File: config.mk
export PLATFORM = sky130hd
export DESIGN_NAME = rbsx_exec
export DESIGN_NICKNAME = d
export VERILOG_FILES = /design/src/logic/rbsx_pkg.sv /design/src/logic/rbsx_bcd_sub.sv /design/src/logic/rbsx_exec.sv
export SDC_FILE = /design/constraint.sdc
export NUM_CORES = 1
export LEC_CHECK = 0
export BUFFER_PORTS_ARGS = -buffer_cell sky130_fd_sc_hd__buf_4
export CAP_MARGIN = 15
export CORE_MARGIN = 5
export CORE_UTILIZATION = 43
export CTS_CLUSTER_SIZE = 20
export DETAILED_ROUTE_END_ITERATION = 10
export MAX_ROUTING_LAYER = met4
export PLACE_DENSITY_LB_ADDON = 0.1
export SETUP_SLACK_MARGIN = 0.4
export SYNTH_ARGS = -nofsm -noshare
export SYNTH_HDL_FRONTEND = slang
export SYNTH_SLANG_ARGS = --single-unit
File: constraint.sdc
create_clock -name clock -period 7.3 [get_ports clock]
set_clock_uncertainty 0.15 [all_clocks]
set_input_delay 1.46 -clock clock [delete_from_list [all_inputs] [get_ports clock]]
set_output_delay 1.46 -clock clock [all_outputs]
set_load 0.03 [all_outputs]
File: src/logic/rbsx_pkg.sv
// rbsx_pkg: constants and types shared by the return and decimal-subtract executor.
// assumes a 16-bit opcode stream, 32-bit stack pointer and an external datapath.
package rbsx_pkg;
  // fixed return opcodes
  localparam logic [15:0] OPC_RET_DEALLOC = 16'h4e74;
  localparam logic [15:0] OPC_RET_EXCEPT = 16'h4e73;
  localparam logic [15:0] OPC_RET_CODES = 16'h4e77;
  localparam logic [15:0] OPC_RET_PLAIN = 16'h4e75;
  // pattern and mask for the memory extend-rotate and the decimal subtract
  localparam logic [15:0] ROT_MEM_MASK = 16'hfec0;
  localparam logic [15:0] ROT_MEM_CODE = 16'he4c0;
  localparam logic [15:0] BCD_SUB_MASK = 16'hf1f0;
  localparam logic [15:0] BCD_SUB_CODE = 16'h8100;
  // field positions
  localparam int ROT_DIR_BIT = 8;
  localparam int EA_MODE_LSB = 3;
  localparam int EA_REG_LSB = 0;
  localparam int BCD_DST_LSB = 9;
  localparam int BCD_MODE_BIT = 3;
  localparam int BCD_SRC_LSB = 0;
  localparam int STATUS_SUPER_BIT = 13;
  localparam int FMT_LSB = 12;
  // condition code bit positions
  localparam int CC_X = 4;
  localparam int CC_N = 3;
  localparam int CC_Z = 2;
  localparam int CC_V = 1;
  localparam int CC_C = 0;
  // effective address modes
  localparam logic [2:0] EA_IND = 3'h2;
  localparam logic [2:0] EA_IDX = 3'h6;
  localparam logic [2:0] EA_EXT = 3'h7;
  localparam logic [2:0] EA_ABS_LONG = 3'h1;
  // exception frame format codes
  localparam logic [3:0] FMT_SHORT = 4'h0;
  localparam logic [3:0] FMT_THROW = 4'h1;
  localparam logic [3:0] FMT_INSN_ERR = 4'h2;
  localparam logic [3:0] FMT_COPROC = 4'h9;
  localparam logic [3:0] FMT_MID_SHORT = 4'ha;
  localparam logic [3:0] FMT_MID_LONG = 4'hb;
  // words removed per format
  localparam logic [5:0] WORDS_SHORT = 6'h04;
  localparam logic [5:0] WORDS_INSN_ERR = 6'h06;
  localparam logic [5:0] WORDS_COPROC = 6'h0a;
  localparam logic [5:0] WORDS_MID_SHORT = 6'h10;
  localparam logic [5:0] WORDS_MID_LONG = 6'h2e;
  // stack offsets in bytes
  localparam logic [31:0] OFS_WORD = 32'h0000_0002;
  localparam logic [31:0] OFS_LONG = 32'h0000_0004;
  localparam logic [31:0] OFS_FMT = 32'h0000_0006;
  localparam logic [31:0] STEP_BYTE = 32'h0000_0001;
  localparam logic [31:0] STEP_SP_BYTE = 32'h0000_0002;
  // register file index of the stack pointer (address registers are 8..15)
  localparam logic [3:0] SP_INDEX = 4'hf;
  localparam logic [2:0] SP_REG = 3'h7;
  // memory access sizes
  localparam logic [1:0] SZ_BYTE = 2'h0;
  localparam logic [1:0] SZ_WORD = 2'h1;
  localparam logic [1:0] SZ_LONG = 2'h2;
  // reset values
  localparam logic [31:0] RST_WORD32 = 32'h0000_0000;
  localparam logic [15:0] RST_WORD16 = 16'h0000;
  typedef enum logic [2:0] {
    OP_NONE, OP_DEALLOC, OP_EXCEPT, OP_CODES, OP_RTS, OP_BCD_REG, OP_BCD_MEM
  } rbsx_op_e;
endpackage : rbsx_pkg

File: src/logic/rbsx_bcd_sub.sv
// rbsx_bcd_sub: packed bcd byte subtraction with extend, combinational.
// assumes operands are valid bcd digits; other codes give a defined but meaningless result.
`timescale 1ns/100ps
module rbsx_bcd_sub (
  input wire logic [7:0] dst,
  input wire logic [7:0] src,
  input wire logic x_in,
  output logic [7:0] result,
  output logic borrow
);
  // per-digit subtract, a negative digit is pulled back by six and borrows
  always_comb begin
    logic [4:0] lo;
    logic [4:0] hi;
    logic lo_b;
    hi = 5'h00;
    lo_b = 1'b0;
    lo = {1'b0, dst[3:0]} - {1'b0, src[3:0]} - {4'h0, x_in};
    lo_b = lo[4];
    if (lo_b) begin
      lo = lo - 5'h06;
    end
    hi = {1'b0, dst[7:4]} - {1'b0, src[7:4]} - {4'h0, lo_b};
    borrow = hi[4];
    if (hi[4]) begin
      hi = hi - 5'h06;
    end
    result = {hi[3:0], lo[3:0]};
  end
endmodule : rbsx_bcd_sub

File: src/logic/rbsx_exec.sv
// rbsx_exec: decode and sequencing of the four returns, decimal subtract and memory rotate.
// assumes a datapath that applies the write strobes at the next edge, a register file
// that answers an index in the following cycle and a memory port answering with mem_ack.
`timescale 1ns/100ps
module rbsx_exec
  import rbsx_pkg::*;
(
  input wire logic clock,
  input wire logic srst,
  input wire logic insn_valid,
  input wire logic [15:0] insn_word,
  input wire logic [15:0] ext_word,
  input wire logic [15:0] status_in,
  input wire logic [31:0] sp_in,
  input wire logic [31:0] rf_rd_x,
  input wire logic [31:0] rf_rd_y,
  input wire logic mem_ack,
  input wire logic [31:0] mem_rdata,
  output logic busy,
  output logic done,
  output logic [3:0] rf_idx_x,
  output logic [3:0] rf_idx_y,
  output logic rf_we,
  output logic [3:0] rf_wr_idx,
  output logic [31:0] rf_wr_data,
  output logic mem_req,
  output logic mem_we,
  output logic [1:0] mem_size,
  output logic [31:0] mem_addr,
  output logic [7:0] mem_wdata,
  output logic pc_we,
  output logic [31:0] pc_out,
  output logic sp_we,
  output logic [31:0] sp_out,
  output logic status_we,
  output logic [15:0] status_out,
  output logic cond_we,
  output logic [4:0] cond_out,
  output logic stack_switch,
  output logic priv_violation,
  output logic format_error,
  output logic illegal_ea,
  output logic resume_frame,
  output logic rot_start,
  output logic rot_left,
  output logic [2:0] rot_ea_mode,
  output logic [2:0] rot_ea_reg
);
  typedef enum logic [2:0] {
    ST_IDLE, ST_REG, ST_MEM, ST_NEXT, ST_CALC, ST_SWITCH, ST_RESTART
  } rbsx_state_e;

  rbsx_state_e state;
  rbsx_op_e op;
  logic [1:0] step;
  logic [31:0] base;
  logic [15:0] disp;
  logic [15:0] status_tmp;
  logic [31:0] pc_tmp;
  logic [31:0] rd_data;
  logic [31:0] dst_full;
  logic [31:0] ay_addr;
  logic [7:0] src_b;
  logic [7:0] dst_b;
  logic [2:0] reg_y;
  logic [7:0] bcd_res;
  logic bcd_borrow;
  logic accept;
  logic rot_hit;
  logic rot_legal;
  logic bcd_hit;
  logic [2:0] ea_mode;
  logic [2:0] ea_reg;
  logic [3:0] fmt;
  logic [5:0] frame_words;
  logic [31:0] frame_bytes;
  logic [31:0] disp_sext;
  logic [31:0] ax_dec;
  logic [31:0] ay_dec;

  // decode of the incoming opcode word
  assign accept = insn_valid && (state == ST_IDLE);
  assign ea_mode = insn_word[EA_MODE_LSB +: 3];
  assign ea_reg = insn_word[EA_REG_LSB +: 3];
  assign rot_hit = (insn_word & ROT_MEM_MASK) == ROT_MEM_CODE;
  assign bcd_hit = (insn_word & BCD_SUB_MASK) == BCD_SUB_CODE;
  // only memory alterable modes; pc-relative and immediate share mode 111 and are refused
  assign rot_legal = ((ea_mode >= EA_IND) && (ea_mode <= EA_IDX)) ||
                     ((ea_mode == EA_EXT) && (ea_reg <= EA_ABS_LONG));

  // frame size by format code, zero marks an undefined format
  always_comb begin
    fmt = rd_data[FMT_LSB +: 4];
    case (fmt)
      FMT_SHORT: frame_words = WORDS_SHORT;
      FMT_THROW: frame_words = WORDS_SHORT;
      FMT_INSN_ERR: frame_words = WORDS_INSN_ERR;
      FMT_COPROC: frame_words = WORDS_COPROC;
      FMT_MID_SHORT: frame_words = WORDS_MID_SHORT;
      FMT_MID_LONG: frame_words = WORDS_MID_LONG;
      default: frame_words = 6'h00;
    endcase
  end
  assign frame_bytes = {25'h0, frame_words, 1'b0};
  assign disp_sext = {{16{disp[15]}}, disp};

  // predecrement by one byte, but the stack pointer keeps word alignment
  assign ax_dec = rf_rd_x - ((rf_idx_x == SP_INDEX) ? STEP_SP_BYTE : STEP_BYTE);
  assign ay_dec = ((rf_idx_x == rf_idx_y) ? ax_dec : rf_rd_y) -
                  ((rf_idx_y == SP_INDEX) ? STEP_SP_BYTE : STEP_BYTE);

  rbsx_bcd_sub u_bcd (
    .dst(dst_b),
    .src(src_b),
    .x_in(status_in[CC_X]),
    .result(bcd_res),
    .borrow(bcd_borrow)
  );

  // sequencer: one memory access at a time; the memory decimal subtract writes each pointer as its byte is fetched
  always_ff @(posedge clock) begin
    if (srst) begin
      state <= ST_IDLE;
      op <= OP_NONE;
      step <= 2'h0;
      busy <= 1'b0;
      done <= 1'b0;
      base <= RST_WORD32;
      disp <= RST_WORD16;
      status_tmp <= RST_WORD16;
      pc_tmp <= RST_WORD32;
      rd_data <= RST_WORD32;
      dst_full <= RST_WORD32;
      ay_addr <= RST_WORD32;
      src_b <= 8'h00;
      dst_b <= 8'h00;
      reg_y <= 3'h0;
      rf_idx_x <= 4'h0;
      rf_idx_y <= 4'h0;
      rf_we <= 1'b0;
      rf_wr_idx <= 4'h0;
      rf_wr_data <= RST_WORD32;
      mem_req <= 1'b0;
      mem_we <= 1'b0;
      mem_size <= SZ_BYTE;
      mem_addr <= RST_WORD32;
      mem_wdata <= 8'h00;
      pc_we <= 1'b0;
      pc_out <= RST_WORD32;
      sp_we <= 1'b0;
      sp_out <= RST_WORD32;
      status_we <= 1'b0;
      status_out <= RST_WORD16;
      cond_we <= 1'b0;
      cond_out <= 5'h00;
      stack_switch <= 1'b0;
      priv_violation <= 1'b0;
      format_error <= 1'b0;
      illegal_ea <= 1'b0;
      resume_frame <= 1'b0;
      rot_start <= 1'b0;
      rot_left <= 1'b0;
      rot_ea_mode <= 3'h0;
      rot_ea_reg <= 3'h0;
    end else begin
      // strobes are single-cycle pulses
      done <= 1'b0;
      rf_we <= 1'b0;
      pc_we <= 1'b0;
      sp_we <= 1'b0;
      status_we <= 1'b0;
      cond_we <= 1'b0;
      stack_switch <= 1'b0;
      priv_violation <= 1'b0;
      format_error <= 1'b0;
      illegal_ea <= 1'b0;
      resume_frame <= 1'b0;
      rot_start <= 1'b0;
      case (state)
        ST_IDLE: begin
          step <= 2'h0;
          base <= sp_in;
          disp <= ext_word;
          mem_we <= 1'b0;
          mem_addr <= sp_in;
          if (accept && rot_hit) begin
            // rotate itself is done by the shifter; hand over direction and operand
            rot_start <= rot_legal;
            illegal_ea <= !rot_legal;
            rot_left <= insn_word[ROT_DIR_BIT];
            rot_ea_mode <= ea_mode;
            rot_ea_reg <= ea_reg;
            done <= 1'b1;
          end else if (accept && (insn_word == OPC_RET_EXCEPT)) begin
            if (!status_in[STATUS_SUPER_BIT]) begin
              priv_violation <= 1'b1;
              done <= 1'b1;
            end else begin
              op <= OP_EXCEPT;
              mem_size <= SZ_WORD;
              mem_req <= 1'b1;
              busy <= 1'b1;
              state <= ST_MEM;
            end
          end else if (accept && (insn_word == OPC_RET_DEALLOC || insn_word == OPC_RET_PLAIN)) begin
            op <= (insn_word == OPC_RET_DEALLOC) ? OP_DEALLOC : OP_RTS;
            mem_size <= SZ_LONG;
            mem_req <= 1'b1;
            busy <= 1'b1;
            state <= ST_MEM;
          end else if (accept && (insn_word == OPC_RET_CODES)) begin
            op <= OP_CODES;
            mem_size <= SZ_WORD;
            mem_req <= 1'b1;
            busy <= 1'b1;
            state <= ST_MEM;
          end else if (accept && bcd_hit) begin
            op <= insn_word[BCD_MODE_BIT] ? OP_BCD_MEM : OP_BCD_REG;
            rf_idx_x <= {insn_word[BCD_MODE_BIT], insn_word[BCD_SRC_LSB +: 3]};
            rf_idx_y <= {insn_word[BCD_MODE_BIT], insn_word[BCD_DST_LSB +: 3]};
            reg_y <= insn_word[BCD_DST_LSB +: 3];
            busy <= 1'b1;
            state <= ST_REG;
          end
        end
        ST_REG: begin
          if (op == OP_BCD_REG) begin
            src_b <= rf_rd_x[7:0];
            dst_b <= rf_rd_y[7:0];
            dst_full <= rf_rd_y;
            state <= ST_CALC;
          end else begin
            // source pointer is stepped back and the source byte fetched from the new address in the same cycle
            rf_we <= 1'b1;
            rf_wr_idx <= rf_idx_x;
            rf_wr_data <= ax_dec;
            ay_addr <= ay_dec;
            mem_addr <= ax_dec;
            mem_size <= SZ_BYTE;
            mem_req <= 1'b1;
            state <= ST_MEM;
          end
        end
        ST_MEM: begin
          if (mem_ack) begin
            mem_req <= 1'b0;
            mem_we <= 1'b0;
            rd_data <= mem_rdata;
            state <= ST_NEXT;
          end
        end
        ST_NEXT: begin
          state <= ST_MEM;
          step <= step + 2'h1;
          mem_we <= 1'b0;
          case (op)
            OP_RTS: begin
              pc_we <= 1'b1;
              pc_out <= rd_data;
              sp_we <= 1'b1;
              sp_out <= base + OFS_LONG;
              busy <= 1'b0;
              done <= 1'b1;
              state <= ST_IDLE;
            end
            OP_DEALLOC: begin
              pc_we <= 1'b1;
              pc_out <= rd_data;
              sp_we <= 1'b1;
              sp_out <= base + OFS_LONG + disp_sext;
              busy <= 1'b0;
              done <= 1'b1;
              state <= ST_IDLE;
            end
            OP_CODES: begin
              if (step == 2'h0) begin
                status_tmp <= rd_data[15:0];
                mem_addr <= base + OFS_WORD;
                mem_size <= SZ_LONG;
                mem_req <= 1'b1;
              end else begin
                // only the low five condition bits land; the supervisor part is never written
                cond_we <= 1'b1;
                cond_out <= status_tmp[4:0];
                pc_we <= 1'b1;
                pc_out <= rd_data;
                sp_we <= 1'b1;
                sp_out <= base + OFS_WORD + OFS_LONG;
                busy <= 1'b0;
                done <= 1'b1;
                state <= ST_IDLE;
              end
            end
            OP_EXCEPT: begin
              if (step == 2'h0) begin
                status_tmp <= rd_data[15:0];
                mem_addr <= base + OFS_WORD;
                mem_size <= SZ_LONG;
                mem_req <= 1'b1;
              end else if (step == 2'h1) begin
                pc_tmp <= rd_data;
                mem_addr <= base + OFS_FMT;
                mem_size <= SZ_WORD;
                mem_req <= 1'b1;
              end else if (frame_words == 6'h00) begin
                // nothing restored, so the handler sees the frame intact
                format_error <= 1'b1;
                busy <= 1'b0;
                done <= 1'b1;
                state <= ST_IDLE;
              end else begin
                status_we <= 1'b1;
                status_out <= status_tmp;
                sp_we <= 1'b1;
                sp_out <= base + frame_bytes;
                if (fmt == FMT_THROW) begin
                  stack_switch <= 1'b1;
                  state <= ST_SWITCH;
                end else begin
                  pc_we <= 1'b1;
                  pc_out <= pc_tmp;
                  resume_frame <= fmt[3];
                  busy <= 1'b0;
                  done <= 1'b1;
                  state <= ST_IDLE;
                end
              end
            end
            default: begin
              if (step == 2'h0) begin
                src_b <= rd_data[7:0];
                rf_we <= 1'b1;
                rf_wr_idx <= rf_idx_y;
                rf_wr_data <= ay_addr;
                mem_addr <= ay_addr;
                mem_size <= SZ_BYTE;
                mem_req <= 1'b1;
              end else if (step == 2'h1) begin
                dst_b <= rd_data[7:0];
                state <= ST_CALC;
              end else begin
                busy <= 1'b0;
                done <= 1'b1;
                state <= ST_IDLE;
              end
            end
          endcase
        end
        ST_CALC: begin
          // n and v are left as they were; zero only ever clears
          cond_we <= 1'b1;
          cond_out <= {bcd_borrow, status_in[CC_N], status_in[CC_Z] & (bcd_res == 8'h00),
                       status_in[CC_V], bcd_borrow};
          if (op == OP_BCD_REG) begin
            rf_we <= 1'b1;
            rf_wr_idx <= {1'b0, reg_y};
            rf_wr_data <= {dst_full[31:8], bcd_res};
            busy <= 1'b0;
            done <= 1'b1;
            state <= ST_IDLE;
          end else begin
            mem_we <= 1'b1;
            mem_wdata <= bcd_res;
            mem_req <= 1'b1;
            step <= 2'h2;
            state <= ST_MEM;
          end
        end
        ST_SWITCH: begin
          // let the datapath apply the new stack before it is sampled
          state <= ST_RESTART;
        end
        default: begin
          base <= sp_in;
          mem_addr <= sp_in;
          mem_size <= SZ_WORD;
          mem_req <= 1'b1;
          step <= 2'h0;
          state <= ST_MEM;
        end
      endcase
    end
  end
endmodule : rbsx_exec

# After elaboration in Yosys (flattened, before gate mapping)
# Cells that the tools add are included.
# classes
bitwise	15
eq_ne	57
n_lt_le_gt_ge	3
mux	139
addsub	15
reduce_logical	63
# ops
op	n
$mux W32	17
$pmux W32 S3	4
$pmux W32 S4	1
$add A32 B3 Y32 const B	3
$eq A16 B15 Y1 const B	4
$sub A32 B2 Y32	2
$mux W3	19
$mux W8	7
$mux W1	46
$ne A2 B2 Y1 const B	19
$add A32 B2 Y32 const B	1
$add A32 B32 Y32	1
$add A32 B7 Y32	1
$mux W2	16
$pmux W8 S2	2
$pmux W6 S5	1
$mux W4	6
$ne A3 B3 Y1 const B	8
$pmux W1 S3	8
$eq A4 B4 Y1 const B	5
$eq A9 B9 Y1 const B	2
$pmux W3 S6	1
$reduce_and A6 Y1	3
$reduce_and A9 Y1	2
50 further kinds	113
# word_totals
wordCells	334
output_inout_bits	193
in_bits	180
ff_bits	412

# Logic depth before layout (Yosys ltp)
# Gate-level depths: netlist of run 1.
# depth
ltp_word	9
ltp_mapped	19
ltp_nobuf	19

# Cells and area by module
# From an unflattened synthesis of run 1, not the netlist that was laid out.
# hier_totals
hier_cells	3243
hier_area_um2	24011.8
# by_module_without_submodules
module	seq_area_each_um2	cells_per_inst	area_each_um2	instances
rbsx_exec	8007.7	3179	23463.8	1
rbsx_bcd_sub	0.0	64	548.0	1

# Worst setup path after synthesis of run 1
# No wires, ideal clock.
# synth_timing
path_kind	input to register
from	input status_in[4]
to	register cond_out[2]
setup_time_ps	86
setup_slack_ps	2233
arrival_time_ps	4831
n_path_buf	0
t_required_ps	7064
stages	19
cell_sequence	inv_1 > fa_1 > fa_1 > nand2b_1 > a21oi_1 > xnor2_1 > inv_1 > fa_1 > inv_1 > fa_1 > nand2b_1 > a21oi_1 > xnor2_1 > nor2_1 > xnor2_1 > nand3_1 > nor2_1 > nand4_1 > a211oi_1
# synth_via
elab_chain_cells	7
elab_cells_between_ends	9
cone_classes	add/sub (4); mux (3); bitwise (1); reduce/logical (1)
# synth_rtl
item	line_no	source
from (decl)	rbsx_exec.sv:13	input wire logic [15:0] status_in,
$sub A5 B1 Y5 *	rbsx_bcd_sub.sv:18	lo = {1'b0, dst[3:0]} - {1'b0, src[3:0]} - {4'h0, x_in};
$sub A5 B1 Y5	rbsx_bcd_sub.sv:23	hi = {1'b0, dst[7:4]} - {1'b0, src[7:4]} - {4'h0, lo_b};
$sub A4 B3 Y4	rbsx_bcd_sub.sv:26	hi = hi - 5'h06;
$mux W4	rbsx_bcd_sub.sv:25	if (hi[4]) begin
$logic_not A8 Y1 *	rbsx_exec.sv:352	cond_out <= {bcd_borrow, status_in[CC_N], status_in[CC_Z] & (bcd_res == 8'h00),
$and A1 B1 Y1 *	rbsx_exec.sv:352	
$pmux W5 S2 *	rbsx_exec.sv:179	case (state)
to (signal assigned)	rbsx_exec.sv:284	cond_out <= status_tmp[4:0];
to (signal assigned)	rbsx_exec.sv:352	
to (decl)	rbsx_exec.sv:38	output logic [4:0] cond_out,
# Every way passes the cells marked *; elsewhere a longest branch is shown, timed or not.
# A chain may end at the register's enable or synchronous reset.

# Worst setup path after layout of run 1
# layout_timing
from	register base[9]
to	register sp_out[28]
# layout_via
elab_chain_cells	5
elab_cells_between_ends	10
cone_classes	add/sub (5); mux (5)
# layout_rtl
item	line_no	source
from (decl)	rbsx_exec.sv:56	logic [31:0] base;
from (signal assigned)	rbsx_exec.sv:182	base <= sp_in;
from (signal assigned)	rbsx_exec.sv:374	base <= sp_in;
branches (longest 4 deep; another with $add A32 B2 Y32)	-	
$pmux W32 S4 *	rbsx_exec.sv:256	case (op)
to (signal assigned)	rbsx_exec.sv:261	sp_out <= base + OFS_LONG;
to (signal assigned)	rbsx_exec.sv:270	sp_out <= base + OFS_LONG + disp_sext;
to (signal assigned)	rbsx_exec.sv:315	sp_out <= base + frame_bytes;
to (decl)	rbsx_exec.sv:34	output logic [31:0] sp_out,
# Every way passes the cells marked *. The select of a mux whose other input is x is not followed.

==> flow_metrics.env, run 1 <==
export IMPL_status="finished, final reports clean"
export IMPL_r2r_cells=16
export IMPL_crit_slowest_cell="dfxtp_1"
export IMPL_synthFlopType="dfxtp_1"
export IMPL_crit_buf_inv=0
export IMPL_grt_overflow_total=0
export IMPL_netlist_instances=3186
export IMPL_period_share_pct=76.0
export IMPL_cts_root_buf="clkbuf_16"
export IMPL_drive_gt1_share_pct=15.2
export IMPL_num_fill_cells=5392
export IMPL_antenna_left=0
export IMPL_cts_hold_fix_buffers=0
export IMPL_cts_setup_buffers=0
export IMPL_async_flop_share_pct=0
export IMPL_slowest_delay_ns=0.76
export IMPL_syn_nets=3433
export IMPL_syn_cell_area_um2=23600
export IMPL_min_to="dst_full[11]"
export IMPL_ios=373
export IMPL_path_cells="nand3_1, or2_2, nor2_1, nand2_1, xnor2_1, ha_1, nand4_1, a2111oi_0, nand3_1, a211oi_1, a211oi_1, o21bai_1, a21oi_1, xnor2_1, a2111oi_0, o21ai_1"
export IMPL_first_global_vias=23900
export IMPL_synth_cell_types=83
export IMPL_fin_nets=3648
export IMPL_numPortBuffers=361
export IMPL_drcViolationCount=0
export IMPL_grt_pass1_wl_mm=140
export IMPL_worst_path_max_fanout=17
export IMPL_maxSlewHeadroom_pct=26.8
export IMPL_critPathArrivalTime_ns=5.84
export IMPL_crit_family="compound AO/OA/AOI/OAI gates"
export IMPL_yosysTopAreaCell="dfxtp_1"
export IMPL_critPathLaunchType="register"
export IMPL_hold_violations=0
export IMPL_die_area_um2=59600
export IMPL_ys_ff_latch=400
export IMPL_maxCapViolCount=0
export IMPL_hold_path_depth=2
export IMPL_htreeDepth=2
export IMPL_netlist_top_cells_area="dfxtp_1, nand2_1, a21oi_1"
export IMPL_final_common_cell="nand2_1"
export IMPL_cts_tree="built"
export IMPL_clkSinkCount=400
export IMPL_dr_pass1_iters=6
export IMPL_vias=24800
export IMPL_drt_total_wl_mm=92.1
export IMPL_yosysWarnings=0
export IMPL_r2r_start="base[9]"
export IMPL_antenna_found_initial=7
export IMPL_die_h_um=244
export IMPL_rr_endpoint="sp_out[28]"
export IMPL_hp_class="reg -> reg"
export IMPL_cp_end_kind="register"
export IMPL_routedWlPerCell_um=22.2
export IMPL_slew_viol_final=0
export IMPL_most_common_layout_cells="nand2_1, buf_4, dfxtp_1"
export IMPL_core_um2=54000
export IMPL_start_util_pct=43.6
export IMPL_vdd_ir_drop_max_mv=0.190
export IMPL_r2r_slack_ns=1.75
export IMPL_min_delay_start="dst_full[11]"
export IMPL_vias_per_cell=5.99
export IMPL_clk_pin_slew_ns=0.06
export IMPL_startpoint="base[9]"
export IMPL_worst_pin_slew_ns=1.10
export IMPL_drt_initial_drc_count=2156
export IMPL_place_congestion=0.950
export IMPL_insertion_delay_ns=0.60
export IMPL_grt_max_degree=134
export IMPL_syn_avg_cell_area_um2=7.40
export IMPL_finalSetupViolations=0
export IMPL_ctsResizeCount=0
export IMPL_ys_seq_area_share_pct=34.0
export IMPL_rows=85
export IMPL_areaGrowthSynthToFinish_pct=20.1
export IMPL_worstPathRequired_ns=7.59
export IMPL_crit_type="reg -> reg"
export IMPL_synth_edf_count=0
export IMPL_p_leak_uw=0.0105
export IMPL_final_util_pct=52.4
export IMPL_synth_top_cell_area_share_pct=34.0
export IMPL_die_width_um=244
export IMPL_rsz0062_at_grt="false"
export IMPL_tns_ns=0
export IMPL_powerDensity_nw_per_um2=183
export IMPL_cts_inserted_buffers=46
export IMPL_period_minus_slack_ns=5.55
export IMPL_clk_path_buf_depth=3
export IMPL_max_clock_freq_ghz=0.180
export IMPL_grtUsageTotal_pct=30.1
export IMPL_place_hpwl_mm=67.3
[where the power goes]
group / switching (µW) / total [µW] / internal, µW
Combinational: 289 / 488 / 199
Clock: 1000 / 2420 / 1420
Sequential: 51.5 / 2260 / 2210
Total: 1340 / 5170 / 3830
[how the worst max path moves through the flow]
stage                             end  slack, ns  cells past startpoint
final                      sp_out[28]       1.75                     16
after global routing       sp_out[28]       1.61                     16
after CTS                  sp_out[28]       2.03                     16
after detailed placement  ay_addr[25]       1.51                     14
after global placement    ay_addr[25]       1.59                     14
after floorplan           cond_out[2]       2.23                     19
[cells in the mapped netlist, types with 13 or more instances]
cell type / count
a31oi_1: 17
a221oi_1: 28
inv_1: 45
dfxtp_1: 400
o22ai_1: 22
clkbuf_1: 211
nor3_1: 96
ha_1: 59
nor4_1: 35
o211ai_1: 36
o21ai_0: 146
nand3_1: 62
nor2_1: 353
a211oi_1: 94
and3_1: 22
xor2_1: 79
a21oi_1: 326
xnor2_1: 135
buf_1: 17
and2_1: 14
nand4_1: 31
o221ai_1: 28
nand2b_1: 17
mux2i_1: 45
nand2_1: 593
a311oi_1: 49
a22oi_1: 14
a21o_1: 16
or3_1: 24
or4_1: 13
[routing by layer]
layer  share of wire [%]  vias to the layer above  GRT usage, %
met5                   0                        -             -
met3                 7.7                      195          6.16
met1                  42                    11900          38.3
li1                    -                    11700             -
met4                 4.1                        0          11.2
met2                  46                      936          47.6
[worst register-to-register path, delay by kind of cell, from the launching register on]
family | cells | cell delay (ns)
AO/OA/AOI/OAI | 7 | 2.06
XOR/XNOR | 2 | 0.31
adder cells (fa/ha/maj) | 1 | 0.41
flip-flops | 1 | 0.76
AND/OR/NAND/NOR | 6 | 1.70
[cells by family (layout without fill, tap and decap cells)]
logic type                 Yosys count  in the layout  synth area share (%)
other                                0              7                     0
muxes                               46             46                  1.97
xor gates and xnor gates           214            214                  7.95
DFF                                400            400                  34.0
buffers and inverters              290            541                  4.73
AOI/OAI and AO/OA                  852            852                  22.9
adders and majority gates           67             67                  3.81
and+or+nand+nor                   1317           1317                  24.7
[area by class of cell]
class	instances	area (µm²)	share of cell area (%)
sequential	400	8010	28.3
clock buffer	69	1380	4.87
multi-input combinational	2496	14600	51.4
clock inverter	15	203	0.716
inverter	47	176	0.623
tap	696	871	3.08
antenna	7	17.5	0.0619
timing repair buffer	410	3100	10.9
[metrics by stage]
step                setup WS (ns)  cells  power [µW]  hold WS, ns  area [µm²]
floorplan                    2.23   3186        2580        0.286       23600
global placement             1.59   4048        2780        0.291       26700
detailed placement           1.51   4048        2790        0.296       26700
CTS                          2.03   4132        5200        0.304       28300
global route                 1.61   4140        5340        0.322       28300
finish                       1.75   4140        5170        0.303       28300
No activity file was read; power rests on OpenSTA's default activity.
==> inputs of run 2 (changes only) <==
--- a/config.mk
+++ b/config.mk
@@ -5,6 +5,7 @@
 export SDC_FILE = /design/constraint.sdc
 export NUM_CORES = 1
 export LEC_CHECK = 0
+export ABC_AREA = 1
 export BUFFER_PORTS_ARGS = -buffer_cell sky130_fd_sc_hd__buf_4
 export CAP_MARGIN = 15
 export CORE_MARGIN = 5
==> constraint.sdc (replaced) <==
create_clock -name clock -period 5.05 [get_ports clock]
set_clock_uncertainty 0.15 [all_clocks]
set_input_delay 1.01 -clock clock [delete_from_list [all_inputs] [get_ports clock]]
set_output_delay 1.01 -clock clock [all_outputs]
set_load 0.03 [all_outputs]
==> flow_metrics.env, run 2 <==
export IMPL_status="finished, final reports clean"
export IMPL_hp_class="reg -> reg"
export IMPL_clk_path_buf_depth=3
export IMPL_finalSetupViolations=0
export IMPL_insertion_delay_ns=0.62
export IMPL_powerDensity_nw_per_um2=255
export IMPL_r2r_cells=21
export IMPL_drive_gt1_share_pct=15.6
export IMPL_core_um2=59000
export IMPL_max_clock_freq_ghz=0.232
export IMPL_crit_buf_inv=4
export IMPL_yosysWarnings=0
export IMPL_fin_nets=4545
export IMPL_drt_initial_drc_count=2742
export IMPL_startpoint="base[3]"
export IMPL_yosysMostFrequentCell="nand2_1"
export IMPL_most_common_layout_cells="nand2_1, nor2_1, o21ai_0"
export IMPL_vias_per_cell=5.56
export IMPL_grt_max_degree=123
export IMPL_rr_endpoint="sp_out[25]"
export IMPL_path_cells="nand2_2, nor2_1, nand2_1, nor2_1, buf_4, inv_1, nor3_1, xor2_1, buf_4, inv_1, ha_1, nand2_1, nor2_1, nand2_1, or2_2, nand3_1, nand2_1, nand3_1, nand3_1, nand2_1, a21oi_2"
export IMPL_cts_setup_buffers=0
export IMPL_period_minus_slack_ns=4.32
export IMPL_crit_slowest_cell="dfxtp_1"
export IMPL_synthTopCellsByCount="nand2_1, nor2_1, o21ai_0, inv_1, dfxtp_1"
export IMPL_netlist_instances=4012
export IMPL_slowest_delay_ns=0.58
export IMPL_start_util_pct=43.4
export IMPL_netlist_top_cells_area="dfxtp_1, nand2_1, nor2_1"
export IMPL_maxSlewHeadroom_pct=32.4
export IMPL_ys_ff_latch=400
export IMPL_synth_edf_count=0
export IMPL_synthFlopType="dfxtp_1"
export IMPL_critPathArrivalTime_ns=4.64
export IMPL_routedWlPerCell_um=22.2
export IMPL_cts_hold_fix_buffers=0
export IMPL_critPathLaunchType="register"
export IMPL_cts_root_buf="clkbuf_16"
export IMPL_antenna_found_initial=2
export IMPL_die_width_um=254
export IMPL_clkSinkCount=400
export IMPL_place_congestion=1.07
export IMPL_grt_overflow_total=0
export IMPL_syn_avg_cell_area_um2=6.38
export IMPL_ios=373
export IMPL_worstPathRequired_ns=5.37
export IMPL_first_global_vias=26300
export IMPL_final_common_cell="nand2_1"
export IMPL_crit_family="simple AND/OR/NAND/NOR gates"
export IMPL_areaGrowthSynthToFinish_pct=19.9
export IMPL_ctsResizeCount=0
export IMPL_slew_viol_final=0
export IMPL_crit_top_cell="nand2_1"
export IMPL_cts_tree="built"
export IMPL_async_flop_share_pct=0
export IMPL_worst_path_max_fanout=9
export IMPL_clk_pin_slew_ns=0.06
export IMPL_numPortBuffers=361
export IMPL_worst_pin_slew_ns=1.01
export IMPL_synth_cell_types=62
export IMPL_yosysTopAreaCell="dfxtp_1"
export IMPL_vdd_ir_drop_max_mv=0.274
export IMPL_path_depth=21
export IMPL_htreeDepth=2
export IMPL_die_h_um=254
export IMPL_die_area_um2=64500
export IMPL_tns_ns=0
export IMPL_rsz0062_at_grt="false"
export IMPL_hold_violations=0
export IMPL_drcViolationCount=0
export IMPL_place_hpwl_mm=88.6
export IMPL_syn_cell_area_um2=25600
export IMPL_total_power_uw=7820
export IMPL_antenna_left=0
export IMPL_r2r_start="base[3]"
export IMPL_ys_seq_area_share_pct=31.3
export IMPL_drt_total_wl_mm=113
export IMPL_p_leak_uw=0.0139
export IMPL_cts_inserted_buffers=47
export IMPL_period_share_pct=85.5
export IMPL_dr_pass1_iters=8
export IMPL_maxCapViolCount=0
export IMPL_synth_top_cell_area_share_pct=31.3
export IMPL_grt_pass1_wl_mm=165
export IMPL_cp_endpoint="sp_out[25]"
export IMPL_rows=89
export IMPL_cp_end_kind="register"
export IMPL_crit_type="reg -> reg"
export IMPL_grtUsageTotal_pct=34.5
export IMPL_syn_nets=4259
export IMPL_vias=28400
export IMPL_r2r_slack_ns=0.73
[run 2: changes by cell type after synthesis, moves of 40 or more]
cell,change
a211oi_1,-87
a21oi_1,-40
a311oi_1,-47
a31oi_1,+48
clkbuf_1,-80
inv_1,+362
mux2i_1,-45
nand2_1,+271
nand3_1,+140
nor2_1,+226
nor3_1,-60
o21ai_0,+285
xnor2_1,-122
[run 2: through the flow]
| step | area (µm²) | util [%] | cells | worst slack (ns) | hold slack (ns) |
|---|---|---|---|---|---|
| finish | 30700 | 52.0 | 5109 | 0.732 | 0.310 |
| detailed placement | 29000 | 49.2 | 5022 | 0.132 | 0.306 |
| global route | 30700 | 52.0 | 5109 | 0.426 | 0.333 |
| CTS | 30700 | 52.0 | 5107 | 0.792 | 0.315 |
| global placement | 29000 | 49.2 | 5022 | 0.162 | 0.301 |
| floorplan | 25600 | - | 4012 | 0.407 | 0.283 |
[run 2: cell families (layout without fill, tap and decap cells)]
family          after synthesis  count (layout)  synth area share (%)
simple gates               1899            1899                  32.4
compound gates              958             958                  21.0
buf+inv                     616             938                  9.37
flops                       400             400                  31.3
xor+xnor                     72              72                  2.46
fa+ha+maj                    67              67                  3.51
other cells                   0               2                     0
[run 2: report_power, final]
group | internal, µW | leakage (µW) | total, µW | switching (µW)
combinational | 296 | 0.00984 | 861 | 566
sequential | 3190 | 0.00324 | 3250 | 56.4
clock | 2170 | 0.000821 | 3710 | 1540
total | 5660 | 0.0139 | 7820 | 2160
[run 2: cell type report]
type	count	area (µm²)
clock buffer	64	1360
clock inverter	21	317
multi-input combinational	2996	15200
timing repair buffer	423	3190
tap	773	967
antenna	2	5.00
inverter	430	1620
fill	6304	28300
sequential	400	8010
[run 2: worst register-to-register path, cell delays in order (launching register included)]
cell and delay [ns]:
dfxtp_1 0.58, nand2_2 0.09, nor2_1 0.18, nand2_1 0.25, nor2_1 0.16, buf_4 0.17, inv_1 0.07, nor3_1 0.24
xor2_1 0.18, buf_4 0.17, inv_1 0.06, ha_1 0.39, nand2_1 0.13, nor2_1 0.19, nand2_1 0.12, or2_2 0.33
nand3_1 0.09, nand2_1 0.05, nand3_1 0.23, nand3_1 0.19, nand2_1 0.11, a21oi_2 0.05
[run 2: how the worst min path moves through the flow]
stage	slack, ns	from	end	cells past startpoint
floorplan	0.28	dst_b[3]	dst_b[3]	2
global placement	0.30	dst_b[6]	dst_b[6]	2
detailed placement	0.31	dst_b[6]	dst_b[6]	2
CTS	0.32	dst_b[6]	dst_b[6]	2
global route	0.33	sp_out[27]	sp_out[27]	2
finish	0.31	dst_b[6]	dst_b[6]	2
[run 2: metal layers]
metal / routed length (µm) / track usage [%]
met5: 0 / -
met2: 51900 / 54.4
met1: 47500 / 44.3
met3: 8150 / 5.10
met4: 5640 / 14.6
